$ cat config.mk
export PLATFORM = sky130hd
export DESIGN_NAME = isolated_pulse_port_wake
export DESIGN_NICKNAME = d
export VERILOG_FILES = /design/src/hdl/ipw_pkg.sv /design/src/hdl/ipw_port_phy.sv /design/src/hdl/isolated_pulse_port_wake.sv
export VERILOG_INCLUDE_DIRS = /design/src /design/src/hdl
export SDC_FILE = /design/constraint.sdc
export NUM_CORES = 1
export LEC_CHECK = 0
export ABC_AREA = 1
export BUFFER_PORTS_ARGS = -buffer_cell sky130_fd_sc_hd__buf_2
export CORE_AREA = 2 2 106 108
export CTS_BUF_LIST = sky130_fd_sc_hd__clkbuf_8
export DETAILED_ROUTE_END_ITERATION = 16
export DIE_AREA = 0 0 108 110
export PLACE_DENSITY = 0.75
export SKIP_CTS_REPAIR_TIMING = 1
export SLEW_MARGIN = 20
export SYNTH_ARGS = -nofsm -noshare
export SYNTH_HDL_FRONTEND = slang
export SYNTH_SLANG_ARGS = --single-unit
$ cat constraint.sdc
create_clock -name i_mclk -period 8.2 [get_ports i_mclk]
set_input_delay 1.64 -clock i_mclk [delete_from_list [all_inputs] [get_ports i_mclk]]
set_output_delay 1.64 -clock i_mclk [all_outputs]
set_load 0.1 [all_outputs]
$ cat src/hdl/ipw_defs.svh
// Timing constants of the isolated pulse link port.
// Assumes a 50 ns system clock; counts derive from the times.
`ifndef IPW_DEFS_SVH
`define IPW_DEFS_SVH

// ==========================================================
// Clock and pulse shape
`define IPW_CLK_NS 50
`define IPW_SHORT_HALF_NS 50
`define IPW_LONG_HALF_NS 150
`define IPW_SHORT_HALF_CYC (`IPW_SHORT_HALF_NS / `IPW_CLK_NS)
`define IPW_LONG_HALF_CYC (`IPW_LONG_HALF_NS / `IPW_CLK_NS)
// Long when first half lasts at least this many cycles
`define IPW_LONG_THRESH_CYC ((`IPW_SHORT_HALF_CYC + `IPW_LONG_HALF_CYC) / 2)

// ==========================================================
// Wake detection and link timers
`define IPW_DWELL_NS 240
`define IPW_DWELL_CYC ((`IPW_DWELL_NS + `IPW_CLK_NS - 1) / `IPW_CLK_NS)
`define IPW_BLACKOUT_NS 2000
`define IPW_BLACKOUT_CYC ((`IPW_BLACKOUT_NS + `IPW_CLK_NS - 1) / `IPW_CLK_NS)
`define IPW_READY_US 10
`define IPW_READY_CYC ((`IPW_READY_US * 1000) / `IPW_CLK_NS)
`define IPW_WAKE_US 400
`define IPW_IDLE_US 4000
`define IPW_RESP_WIN_CYC 8

`endif

$ cat src/hdl/ipw_pkg.sv
// Types shared by the pulse link port and its line front end.
// Assumes ipw_defs.svh holds all numeric constants.
package ipw_pkg;

  // ==========================================================
  // Link port states
  typedef enum logic [1:0] {
    ST_SLEEP  = 2'b00,
    ST_WAKING = 2'b01,
    ST_READY  = 2'b10,
    ST_ACTIVE = 2'b11
  } link_state_t;

  // One pulse symbol: neg marks a -1 pulse, long_p a long one
  typedef struct packed {
    logic valid;
    logic neg;
    logic long_p;
  } pulse_t;

  // Differential drive of one port
  typedef struct packed {
    logic pos;
    logic neg;
  } line_drv_t;

endpackage

$ cat src/hdl/ipw_port_phy.sv
// Line front end for one pulse link port: receive, transmit, wake.
// Assumes comparator levels arrive asynchronously on the raw inputs.
`timescale 1ns/1ps
`default_nettype none
`include "ipw_defs.svh"

module ipw_port_phy (
  input wire logic i_mclk,              // System clock
  input wire logic i_rst_n,             // Synchronised reset
  input wire logic i_ce,                // Clock enable
  input wire logic i_line_pos,          // Line above positive threshold
  input wire logic i_line_neg,          // Line below negative threshold
  input wire ipw_pkg::pulse_t i_tx,     // Pulse to send
  output logic o_tx_busy,               // Transmitter running
  output ipw_pkg::line_drv_t o_drv,     // Line drive levels
  output ipw_pkg::pulse_t o_rx,         // Received pulse, one cycle
  output logic o_wake                   // Qualified wake excursion
);

  localparam logic [2:0] HALF_S = 3'(`IPW_SHORT_HALF_CYC);
  localparam logic [2:0] HALF_L = 3'(`IPW_LONG_HALF_CYC);
  localparam logic [2:0] THR = 3'(`IPW_LONG_THRESH_CYC);
  localparam logic [2:0] DWELL = 3'(`IPW_DWELL_CYC);

  logic pos_s1_q, pos_s2_q, neg_s1_q, neg_s2_q;
  logic lvl_pos, lvl_neg, diff;
  logic [2:0] dwell_q, len_q, left_q, half_q;
  logic [1:0] mute_q;
  logic in_first_q, first_neg_q, quiet_wait_q;

  // ==========================================================
  // Input synchronisers
  always_ff @(posedge i_mclk or negedge i_rst_n) begin
    if (!i_rst_n) begin
      pos_s1_q <= 1'b0;
      pos_s2_q <= 1'b0;
      neg_s1_q <= 1'b0;
      neg_s2_q <= 1'b0;
    end else if (i_ce) begin
      pos_s1_q <= i_line_pos;
      pos_s2_q <= pos_s1_q;
      neg_s1_q <= i_line_neg;
      neg_s2_q <= neg_s1_q;
    end
  end

  // Common-mode (both comparators) is not a differential level
  assign lvl_pos = pos_s2_q & ~neg_s2_q;
  assign lvl_neg = neg_s2_q & ~pos_s2_q;
  assign diff = (lvl_pos | lvl_neg) & (mute_q == 2'd0);

  // ==========================================================
  // Wake qualifier: differential level held for the dwell time
  always_ff @(posedge i_mclk or negedge i_rst_n) begin
    if (!i_rst_n) begin
      dwell_q <= 3'h0;
      o_wake <= 1'b0;
    end else if (i_ce) begin
      o_wake <= diff && (dwell_q == DWELL - 3'd1);
      if (!diff) begin
        dwell_q <= 3'h0;
      end else if (dwell_q != DWELL) begin
        dwell_q <= dwell_q + 3'd1;
      end
    end
  end

  // ==========================================================
  // Receiver: classify by first-half length, report at polarity flip
  always_ff @(posedge i_mclk or negedge i_rst_n) begin
    if (!i_rst_n) begin
      in_first_q <= 1'b0;
      first_neg_q <= 1'b0;
      quiet_wait_q <= 1'b0;
      len_q <= 3'h0;
      o_rx <= '0;
    end else if (i_ce) begin
      o_rx <= '0;
      if (mute_q != 2'd0) begin
        in_first_q <= 1'b0;
        quiet_wait_q <= 1'b0;
      end else if (quiet_wait_q) begin
        quiet_wait_q <= lvl_pos | lvl_neg;
      end else if (!in_first_q) begin
        if (lvl_pos | lvl_neg) begin
          in_first_q <= 1'b1;
          first_neg_q <= lvl_neg;
          len_q <= 3'd1;
        end
      end else if ((first_neg_q && lvl_neg) || (!first_neg_q && lvl_pos)) begin
        if (len_q != 3'h7) begin
          len_q <= len_q + 3'd1;
        end
      end else if (lvl_pos | lvl_neg) begin
        o_rx.valid <= 1'b1;
        o_rx.neg <= first_neg_q;
        o_rx.long_p <= (len_q >= THR);
        in_first_q <= 1'b0;
        quiet_wait_q <= 1'b1;
      end else begin
        in_first_q <= 1'b0;
      end
    end
  end

  // ==========================================================
  // Transmitter: two opposite halves, line back to zero
  assign o_tx_busy = (left_q != 3'h0);

  always_ff @(posedge i_mclk or negedge i_rst_n) begin
    if (!i_rst_n) begin
      left_q <= 3'h0;
      half_q <= 3'h0;
      o_drv <= '0;
      mute_q <= 2'd0;
    end else if (i_ce) begin
      if (o_tx_busy || i_tx.valid) begin
        mute_q <= 2'd3; // Own echo masked through the synchroniser
      end else if (mute_q != 2'd0) begin
        mute_q <= mute_q - 2'd1;
      end
      if (i_tx.valid && !o_tx_busy) begin
        half_q <= i_tx.long_p ? HALF_L : HALF_S;
        left_q <= i_tx.long_p ? 3'(HALF_L * 2) : 3'(HALF_S * 2);
        o_drv.pos <= ~i_tx.neg;
        o_drv.neg <= i_tx.neg;
      end else if (o_tx_busy) begin
        left_q <= left_q - 3'd1;
        if (left_q == half_q + 3'd1) begin
          o_drv.pos <= o_drv.neg;
          o_drv.neg <= o_drv.pos;
        end else if (left_q == 3'd1) begin
          o_drv <= '0;
        end
      end
    end
  end

endmodule
`default_nettype wire

$ cat src/hdl/isolated_pulse_port_wake.sv
// Reversible two-port pulse link slave with wake, idle and relay logic.
// Assumes analog comparators on each port and a core that decodes reads.
//
// Contract
// - Received pulses drive internal select, data, clock
// - Read bit zero answered with short -1
// - Slave port sends only short -1 pulses
// - Pulse mode accepts traffic on either port
// - Sleeping device wakes from either port; the code takes a first-port wake only in pulse-link mode
// - First-port wake sends long +1 upward
// - Long -1 in ready picks slave port
// - Active holds select; slave long +1 ends
// - Master long -1 after blackout swaps ports
// - Master long pulse inside blackout ignored
// - Core decodes read after command and check
// - Own data first, then higher devices
// - No activity for idle timeout sleeps
// - Four-wire select or clock activity wakes
// - Differential activity wakes; common mode ignored
// - Wake needs excursion held for dwell time
// - Ready reached after wake or ready time
// - Becoming ready sends long +1 upward, except after a wake from the second port
// - Ready device does not relay wake
// - Master port encodes select and data pulses
// - Pulses are symmetric opposite half pairs
// - Bytes MSB first under held select
`timescale 1ns/1ps
`default_nettype none
`include "ipw_defs.svh"

module isolated_pulse_port_wake #(
  parameter int P_WAKE_CYC = (`IPW_WAKE_US * 1000) / `IPW_CLK_NS, // Sleep wake time
  parameter int P_IDLE_CYC = (`IPW_IDLE_US * 1000) / `IPW_CLK_NS  // Idle timeout
) (
  input wire logic i_mclk,                 // 20 MHz clock
  input wire logic i_arst_n,               // Async reset, active low
  input wire logic i_ce,                   // Clock enable
  input wire logic i_first_port_mode_select, // 1: first port is pulse link
  input wire logic i_core_sleep,           // Core asleep, else standby
  input wire logic i_chip_select_n,        // Four-wire select pin
  input wire logic i_spi_sck,              // Four-wire clock pin
  input wire logic [1:0] i_line_pos,       // Per port positive comparator
  input wire logic [1:0] i_line_neg,       // Per port negative comparator
  input wire logic i_sdo,                  // Core read data bit
  input wire logic i_read_own,             // Core shifting its own data
  input wire logic i_read_chain,           // Read passing higher data
  output ipw_pkg::line_drv_t [1:0] o_drv,  // Per port line drive
  output logic o_chip_select_n,            // Internal select
  output logic o_sdi,                      // Internal data in
  output logic o_sck,                      // Internal clock pulse
  output ipw_pkg::link_state_t o_state,    // Link state
  output logic o_slave_port                // Index of slave port
);

  localparam logic [5:0] BLOCK_CYC = 6'(`IPW_BLACKOUT_CYC);
  localparam logic [3:0] RESP_CYC = 4'(`IPW_RESP_WIN_CYC);
  localparam int WW = $clog2(P_WAKE_CYC + `IPW_READY_CYC + 1);
  localparam int IW = $clog2(P_IDLE_CYC + 1);
  localparam logic [WW-1:0] WAKE_END = WW'(P_WAKE_CYC - 1);
  localparam logic [WW-1:0] READY_END = WW'(`IPW_READY_CYC - 1);
  localparam logic [IW-1:0] IDLE_END = IW'(P_IDLE_CYC - 1);

  logic rst_s1_q, rst_n;
  logic cs_s1_q, cs_s2_q, cs_s3_q, sck_s1_q, sck_s2_q, sck_s3_q;
  logic spi_act;
  ipw_pkg::link_state_t state_q;
  logic slave_q, master, woke_first_q;
  logic [WW-1:0] wait_q;
  logic [IW-1:0] idle_q;
  logic [5:0] block_q;
  logic [3:0] resp_q;
  logic saw_neg_q, sck_arm_q;
  logic wait_done, idle_done, any_pulse, ret_bit;
  ipw_pkg::pulse_t rx [2];
  ipw_pkg::pulse_t rx_en [2];
  ipw_pkg::pulse_t tx_req [2];
  logic [1:0] busy, wake;
  ipw_pkg::pulse_t srx, mrx;

  // ==========================================================
  // Reset release
  always_ff @(posedge i_mclk or negedge i_arst_n) begin
    if (!i_arst_n) begin
      rst_s1_q <= 1'b0;
      rst_n <= 1'b0;
    end else begin
      rst_s1_q <= 1'b1;
      rst_n <= rst_s1_q;
    end
  end

  // ==========================================================
  // Four-wire pin synchronisers and activity edges
  always_ff @(posedge i_mclk or negedge rst_n) begin
    if (!rst_n) begin
      cs_s1_q <= 1'b1;
      cs_s2_q <= 1'b1;
      cs_s3_q <= 1'b1;
      sck_s1_q <= 1'b0;
      sck_s2_q <= 1'b0;
      sck_s3_q <= 1'b0;
    end else if (i_ce) begin
      cs_s1_q <= i_chip_select_n;
      cs_s2_q <= cs_s1_q;
      cs_s3_q <= cs_s2_q;
      sck_s1_q <= i_spi_sck;
      sck_s2_q <= sck_s1_q;
      sck_s3_q <= sck_s2_q;
    end
  end

  assign spi_act = ~i_first_port_mode_select &
                   ((cs_s2_q ^ cs_s3_q) | (sck_s2_q ^ sck_s3_q));

  // ==========================================================
  // Line front ends, one per port
  generate
    for (genvar p = 0; p < 2; p++) begin : g_port
      ipw_port_phy u_phy (
        .i_mclk(i_mclk),
        .i_rst_n(rst_n),
        .i_ce(i_ce),
        .i_line_pos(i_line_pos[p]),
        .i_line_neg(i_line_neg[p]),
        .i_tx(tx_req[p]),
        .o_tx_busy(busy[p]),
        .o_drv(o_drv[p]),
        .o_rx(rx[p]),
        .o_wake(wake[p])
      );
      // First port carries pulses only in pulse-link mode
      assign rx_en[p] = (p == 0 && !i_first_port_mode_select) ? '0 : rx[p];
    end
  endgenerate

  assign master = ~slave_q;
  assign srx = slave_q ? rx_en[1] : rx_en[0];
  assign mrx = slave_q ? rx_en[0] : rx_en[1];
  assign wait_done = (state_q == ipw_pkg::ST_WAKING) &&
                     (wait_q == (i_core_sleep ? WAKE_END : READY_END));
  assign idle_done = (idle_q == IDLE_END);
  assign any_pulse = rx_en[0].valid | rx_en[1].valid | (|busy) | spi_act;
  // Own data from the core, else what the master port returned
  assign ret_bit = i_read_own ? i_sdo : ~saw_neg_q;

  // ==========================================================
  // Port state machine
  always_ff @(posedge i_mclk or negedge rst_n) begin
    if (!rst_n) begin
      state_q <= ipw_pkg::ST_SLEEP;
      slave_q <= 1'b0;
      woke_first_q <= 1'b0;
      o_chip_select_n <= 1'b1;
    end else if (i_ce) begin
      case (state_q)
        ipw_pkg::ST_SLEEP: begin
          if (wake[1] || (wake[0] && i_first_port_mode_select) || spi_act) begin
            state_q <= ipw_pkg::ST_WAKING;
            woke_first_q <= ~wake[1];
          end
        end
        ipw_pkg::ST_WAKING: begin
          if (wait_done) begin
            state_q <= ipw_pkg::ST_READY;
          end
        end
        ipw_pkg::ST_READY: begin
          if (rx_en[0].valid && rx_en[0].long_p && rx_en[0].neg) begin
            state_q <= ipw_pkg::ST_ACTIVE;
            slave_q <= 1'b0;
            o_chip_select_n <= 1'b0;
          end else if (rx_en[1].valid && rx_en[1].long_p && rx_en[1].neg) begin
            state_q <= ipw_pkg::ST_ACTIVE;
            slave_q <= 1'b1;
            o_chip_select_n <= 1'b0;
          end else if (idle_done) begin
            state_q <= ipw_pkg::ST_SLEEP;
          end
        end
        ipw_pkg::ST_ACTIVE: begin
          if (srx.valid && srx.long_p && !srx.neg) begin
            state_q <= ipw_pkg::ST_READY;
            o_chip_select_n <= 1'b1;
          end else if (mrx.valid && mrx.long_p && mrx.neg && block_q == 6'h0) begin
            slave_q <= master;
          end
        end
        default: begin
          state_q <= ipw_pkg::ST_SLEEP;
        end
      endcase
    end
  end

  // ==========================================================
  // Wake or ready time counter
  always_ff @(posedge i_mclk or negedge rst_n) begin
    if (!rst_n) begin
      wait_q <= '0;
    end else if (i_ce) begin
      if (state_q != ipw_pkg::ST_WAKING || wait_done) begin
        wait_q <= '0;
      end else begin
        wait_q <= wait_q + WW'(1);
      end
    end
  end

  // ==========================================================
  // Idle timer, counts only while ready and quiet
  always_ff @(posedge i_mclk or negedge rst_n) begin
    if (!rst_n) begin
      idle_q <= '0;
    end else if (i_ce) begin
      if (state_q != ipw_pkg::ST_READY || any_pulse || idle_done) begin
        idle_q <= '0;
      end else begin
        idle_q <= idle_q + IW'(1);
      end
    end
  end

  // ==========================================================
  // Blackout after own transmission on any port
  always_ff @(posedge i_mclk or negedge rst_n) begin
    if (!rst_n) begin
      block_q <= 6'h0;
    end else if (i_ce) begin
      if (|busy) begin
        block_q <= BLOCK_CYC;
      end else if (block_q != 6'h0) begin
        block_q <= block_q - 6'd1;
      end
    end
  end

  // ==========================================================
  // Internal data and clock from slave short pulses
  always_ff @(posedge i_mclk or negedge rst_n) begin
    if (!rst_n) begin
      o_sdi <= 1'b0;
      o_sck <= 1'b0;
      sck_arm_q <= 1'b0;
    end else if (i_ce) begin
      sck_arm_q <= (state_q == ipw_pkg::ST_ACTIVE) && srx.valid && !srx.long_p;
      o_sck <= sck_arm_q;
      if ((state_q == ipw_pkg::ST_ACTIVE) && srx.valid && !srx.long_p) begin
        o_sdi <= ~srx.neg;
      end
    end
  end

  // ==========================================================
  // Answer window: collect returned bit from master port
  always_ff @(posedge i_mclk or negedge rst_n) begin
    if (!rst_n) begin
      resp_q <= 4'h0;
      saw_neg_q <= 1'b0;
    end else if (i_ce) begin
      if ((state_q == ipw_pkg::ST_ACTIVE) && srx.valid && !srx.long_p) begin
        resp_q <= RESP_CYC;
        saw_neg_q <= 1'b0;
      end else begin
        if (resp_q != 4'h0) begin
          resp_q <= resp_q - 4'd1;
        end
        if (resp_q != 4'h0 && mrx.valid && !mrx.long_p && mrx.neg) begin
          saw_neg_q <= 1'b1;
        end
      end
    end
  end

  // ==========================================================
  // Transmit requests: wake relay, forwarding, read answers
  always_comb begin
    tx_req[0] = '0;
    tx_req[1] = '0;
    if (wait_done && woke_first_q) begin
      tx_req[1] = '{valid: 1'b1, neg: 1'b0, long_p: 1'b1};
    end else if (state_q == ipw_pkg::ST_READY) begin
      // Relay select assertion out of the other port
      if (rx_en[0].valid && rx_en[0].long_p && rx_en[0].neg) begin
        tx_req[1] = rx_en[0];
      end else if (rx_en[1].valid && rx_en[1].long_p && rx_en[1].neg) begin
        tx_req[0] = rx_en[1];
      end
    end else if (state_q == ipw_pkg::ST_ACTIVE) begin
      if (srx.valid) begin
        tx_req[master] = srx;
      end else if (mrx.valid && mrx.long_p && mrx.neg && block_q == 6'h0) begin
        tx_req[slave_q] = mrx;
      end
      if (resp_q == 4'd1 && (i_read_own || i_read_chain) && !ret_bit) begin
        tx_req[slave_q] = '{valid: 1'b1, neg: 1'b1, long_p: 1'b0};
      end
    end
  end

  assign o_state = state_q;
  assign o_slave_port = slave_q;

endmodule
`default_nettype wire

==> impl_metrics.yaml, run 1 <==
logic_synthesis:
  yosysSeqAreaShare_pct: 44.4
  yosys_warnings: 0
  synth_flop_cell: "dfrtp_1"
  synthArstFlopShare_pct: 100
  synth_top_area_share_pct: 42.7
  synthTopCellsByArea: "dfrtp_1 (43%), nand2_1 (11%), ha_1 (6.6%), inv_1 (5.7%), o21ai_0 (3.7%)"
  ys_types: 51
  synth_edf_count: 0
  mappedNetlistNets: 808
  syn_avg_cell_area_um2: 8.16
  syn_area_mm2: 0.00621
  yosysTopAreaCell: "dfrtp_1"
  syn_inst: 761
  ys_ff_latch: 110
min_path:
  hold_class: "reg -> async"
placed_design:
  portBuffers: 23
  place_congestion: 0.920
  dp.cells: 914
  place_hpwl_mm: 9.04
critical_path:
  cp.required_ps: 8470
  critPathKind: "in -> reg"
  worst-path-max-fanout: 55
  endpoint_kind: "flop"
  crit_arrival_ps: 3780
  start_kind: "primary input"
floorplanning:
  core_mm2: 0.0107
  rows: 38
  io_pins: 24
  start_util_pct: 58.0
  die_h_um: 110
  dieArea_mm2: 0.0119
  dieWidth_um: 108
flow_run:
  maxCapViolCount: 0
layout:
  fin_nets: 832
  final_common_cell: "nand2_1"
  fin_cells: 930
  drive_gt1_share_pct: 12.4
  area_delta_synth_final_pct: 7.27
  fillers: 942
  postLayoutCoreUtil_pct: 62.3
  n_antenna_cell: 0
  mostFrequentLayoutCells: "nand2_1 (184), dfrtp_1 (105), inv_1 (95)"
routing:
  num_vias: 4952
  via_per_inst: 5.32
  drt_iter0_drc: 293
  wl_mm: 12.2
  drtAntennaViolNets: 0
  drt_pass1_iterations: 4
  drc: 0
  detail_route.wl_per_cell_um: 13.1
sta:
  setup_tns_ps: 0
  slew_violations: 0
  finalSetupViolCount: 0
  rsz0062_at_grt: "false"
  max_freq_ghz: 0.286
  slew_headroom_pct: 47.7
  min_period_ps: 3500
  hold_violations: 0
  skew_ps: 13.6
  tightestPinTransition_ps: 784
  fin_crit_sh_pct: 42.7
power_and_ir_drop:
  cellPowerDensity_mw_per_mm2: 239
  power_mw: 1.59
  ir_drop_v: 0.000214
  p_leak_nw: 3.27
global_route:
  antenna_found_initial: 0
  first_global_vias: 4764
  gr-total-overflow: 0
  grt_max_degree: 64
  grtUsageTotal_pct: 22.6
  grt_pass1_wl_mm: 21.3
clock_tree:
  clk_latency_ps: 390
  clock_sinks: 110
  cts_buffers: 9
  cts_tree: "yes"
  cts_htree_levels: 3
  cts.clk_slew.worst_paths_ps: 110
  root_buffer: "clkbuf_8"
  clk_path_buf_depth: 2
run_status:
  status: "finished, final reports clean"
state kept, by name, indices dropped and copies added, names as in the netlist, 4 cells and up:
name	cells
block_q	6
g_port.u_phy.dwell_q	6
g_port.u_phy.half_q	4
g_port.u_phy.left_q	6
g_port.u_phy.len_q	6
g_port.u_phy.mute_q	4
g_port.u_phy.o_drv	4
g_port.u_phy.o_rx	6
idle_q	17
resp_q	4
wait_q	14
cell families (layout without fill, tap and decap cells):
kind of cell | count (synthesis) | after routing | share of synthesized area, %
other cells | 1 | 1 | 0.0604
simple gates | 361 | 361 | 27.6
xor+xnor | 25 | 25 | 3.53
buf+inv | 119 | 148 | 7.52
fa+ha+maj | 33 | 33 | 6.65
compound gates | 112 | 112 | 10.2
flops | 110 | 110 | 44.4
metal layers:
metal	share of wire, %	GRT usage (%)
met5	0	0
met4	2.0	7.88
met3	4.2	6.00
met2	47	37.0
met1	47	29.3
synth_stat cells, types with 3 or more instances:
| cell | n |
|---|---|
| nand2_1 | 184 |
| dfrtp_1 | 106 |
| inv_1 | 94 |
| nor2_1 | 61 |
| o21ai_0 | 46 |
| nand3_1 | 39 |
| ha_1 | 33 |
| a21oi_1 | 26 |
| nor3_1 | 17 |
| xor2_1 | 15 |
| nand2_2 | 11 |
| nand4_1 | 11 |
| o21ai_1 | 11 |
| inv_2 | 10 |
| xnor2_1 | 10 |
| o22ai_1 | 7 |
| a31oi_1 | 6 |
| buf_2 | 5 |
| nand3_2 | 5 |
| nor3_4 | 5 |
| clkbuf_1 | 4 |
| dfstp_2 | 4 |
| nor2_4 | 4 |
| a211oi_1 | 3 |
| and3_1 | 3 |
| nor2_2 | 3 |
| nor3b_1 | 3 |
| nor4_1 | 3 |
| o211ai_1 | 3 |
path summary, 6_finish.rpt:
kind | from | to | slack (ps) | cells past startpoint
max reg2reg | g_port[1].u_phy.left_q[0] | block_q[5] | 5940 | 13
min in group i_mclk | rst_s1_q | rst_n | 370 | 0
min reg2reg | rst_n | g_port[0].u_phy.len_q[1] | 340 | 0
min | rst_n | g_port[0].u_phy.len_q[1] | 340 | 0
max | i_ce | idle_q[13] | 4700 | 11
max in group asynchronous | rst_n | g_port[1].u_phy.o_drv[0] | 6630 | 1
critical path, cell delays in order:
cell     delay (ps)
buf_2            90
buf_4           480
inv_4           310
nor3_4          280
nand2_1         110
nor2_2          150
nand3_2         130
nor3_4          190
nand4_1         150
o21ai_1         150
a21oi_1          50
final cells by class:
cell class / count / area (um^2) / share of cell area, %
Multi-Input combinational cell: 532 / 2990 / 44.8
Sequential cell: 110 / 2760 / 41.5
Inverter: 107 / 404 / 6.07
Tap cell: 140 / 175 / 2.63
Timing Repair Buffer: 25 / 130 / 1.95
Clock buffer: 9 / 124 / 1.86
Clock inverter: 7 / 81.3 / 1.22
metrics by stage:
stage               area [um^2]  hold WS (ps)  setup WS, ps
floorplan                  6210           331          4920
global placement           6460           337          4420
detailed placement         6460           343          4310
CTS                        6660           369          4740
global route               6660           392          4470
finish                     6660           339          4700
where the power goes:
group	switching (mW)	internal, mW
registers	0.0864	0.634
logic	0.346	0.184
clock network	0.196	0.147
Power figures use the tool's default switching activity.
==> run 2, diff against run 1 <==
Settings changed: CORE_AREA 2 2 106 108 to 2 2 107 109, DIE_AREA 0 0 108 110 to 0 0 109 111, PLACE_DENSITY 0.75 to 0.77.
Clock period 8.2 ns to 3.15 ns, I/O delays scaled along.
==> impl_metrics.yaml, run 2 (same netlist as run 1, synthesis figures left out) <==
layout:
  drive_gt1_share_pct: 12.6
  fin_nets: 835
  largest_reg_flops: 17
  register_area_mm2: 0.00276
  final_common_cell: "nand2_1"
  largest-register: "idle_q"
  fillers: 919
  multi_input_area_mm2: 0.00299
  n_antenna_cell: 0
  mostFrequentLayoutCells: "nand2_1 (184), dfrtp_1 (105), inv_1 (95)"
  top_regs: "idle_q: 17 flops, wait_q: 14 flops"
  area_delta_synth_final_pct: 7.82
placed_design:
  place_hpwl_mm: 9.51
  place_congestion: 0.954
  portBuffers: 23
routing:
  num_vias: 4985
  via_per_inst: 5.33
  wl_mm: 12.8
  drt_pass1_iterations: 5
  drc: 0
  detail_route.wl_per_cell_um: 13.7
  drtAntennaViolNets: 0
  drt_iter0_drc: 273
sta:
  rsz0062_at_grt: "false"
  slew_headroom_pct: 60.0
  max_freq_ghz: 0.458
  hold_violations: 0
  skew_ps: 13.1
  slew_violations: 0
  min_period_ps: 2180
  setup_tns_ps: 0
  tightestPinTransition_ps: 600
  fin_hold_ws_ps: 353
  fin_crit_sh_pct: 69.2
  finalSetupViolCount: 0
clock_tree:
  clock_sinks: 110
  cts_tree: "yes"
  cts.clk_slew.worst_paths_ps: 110
  root_buffer: "clkbuf_8"
  cts_htree_levels: 3
  cts_buffers: 9
  clk_path_buf_depth: 2
  clk_latency_ps: 390
critical_path:
  worst-path-max-fanout: 12
  path_delay_family: "flip-flops"
  endpoint_kind: "output pin"
  path_cells: "buf_2"
  cp.required_ps: 2520
  critPathKind: "reg -> out"
  critical_path_buf_inv_count: 1
  cp_slowest_cell: "dfrtp_1"
  start_kind: "flop"
  max_stage_delay_ps: 630
  crit_arrival_ps: 1550
power_and_ir_drop:
  ir_drop_v: 0.000431
  p_leak_nw: 3.28
  cellPowerDensity_mw_per_mm2: 624
run_status:
  status: "finished, final reports clean"
floorplanning:
  rows: 39
  io_pins: 24
  core_mm2: 0.0111
  die_h_um: 111
  start_util_pct: 56.1
  dieArea_mm2: 0.0121
  dieWidth_um: 109
global_route:
  grt_max_degree: 52
  grtUsageTotal_pct: 23.0
  first_global_vias: 4989
  antenna_found_initial: 0
  grt_pass1_wl_mm: 22.3
  gr-total-overflow: 0
flow_run:
  maxCapViolCount: 0
min_path:
  hold_class: "reg -> async"
## run 2: report_power, final
group	switching (mW)	total [mW]	internal, mW
combinational	0.907	1.39	0.480
sequential	0.232	1.88	1.65
clock	0.497	0.910	0.413
## run 2: worst paths after layout
| check | slack, ps | from | endpoint | depth (start not counted) |
|---|---|---|---|---|
| min in group i_mclk | 360 | rst_s1_q | rst_n | 0 |
| max in group asynchronous | 1900 | rst_n | cs_s3_q | 1 |
| worst max register to register | 1010 | g_port[1].u_phy.left_q[0] | block_q[5] | 13 |
| worst min-delay path | 350 | rst_n | idle_q[12] | 0 |
| worst min register to register | 350 | rst_n | idle_q[12] | 0 |
| worst max-delay path | 970 | o_slave_port | o_slave_port | 1 |
## run 2: area by class of cell
class                      instances  share of cell area [%]
clock buffer                      11                    2.26
clock inverter                     5                   0.878
inverter                         107                    6.04
multi-input combinational        532                    44.6
sequential                       110                    41.2
tap                              143                    2.67
timing repair buffer              28                    2.32
## run 2: routing by layer
| layer | global-route usage (%) | share of wire [%] |
|---|---|---|
| met3 | 3.94 | 3.4 |
| met1 | 29.3 | 45 |
| met5 | 0 | 0 |
| met2 | 38.3 | 49 |
| met4 | 9.49 | 2.3 |
## run 2: stage by stage
| stage | total power [mW] | utilization, % | worst slack (ps) | cells | cell area (um^2) |
|---|---|---|---|---|---|
| after global routing | 4.49 | 60.4 | 714 | 936 | 6700 |
| after floorplan | 2.97 | - | 889 | 761 | 6210 |
| after CTS | 4.20 | 60.4 | 963 | 935 | 6690 |
| final | 4.18 | 60.4 | 969 | 936 | 6700 |
| after global placement | 3.21 | 58.5 | 865 | 919 | 6470 |
| after detailed placement | 3.29 | 58.5 | 799 | 919 | 6470 |
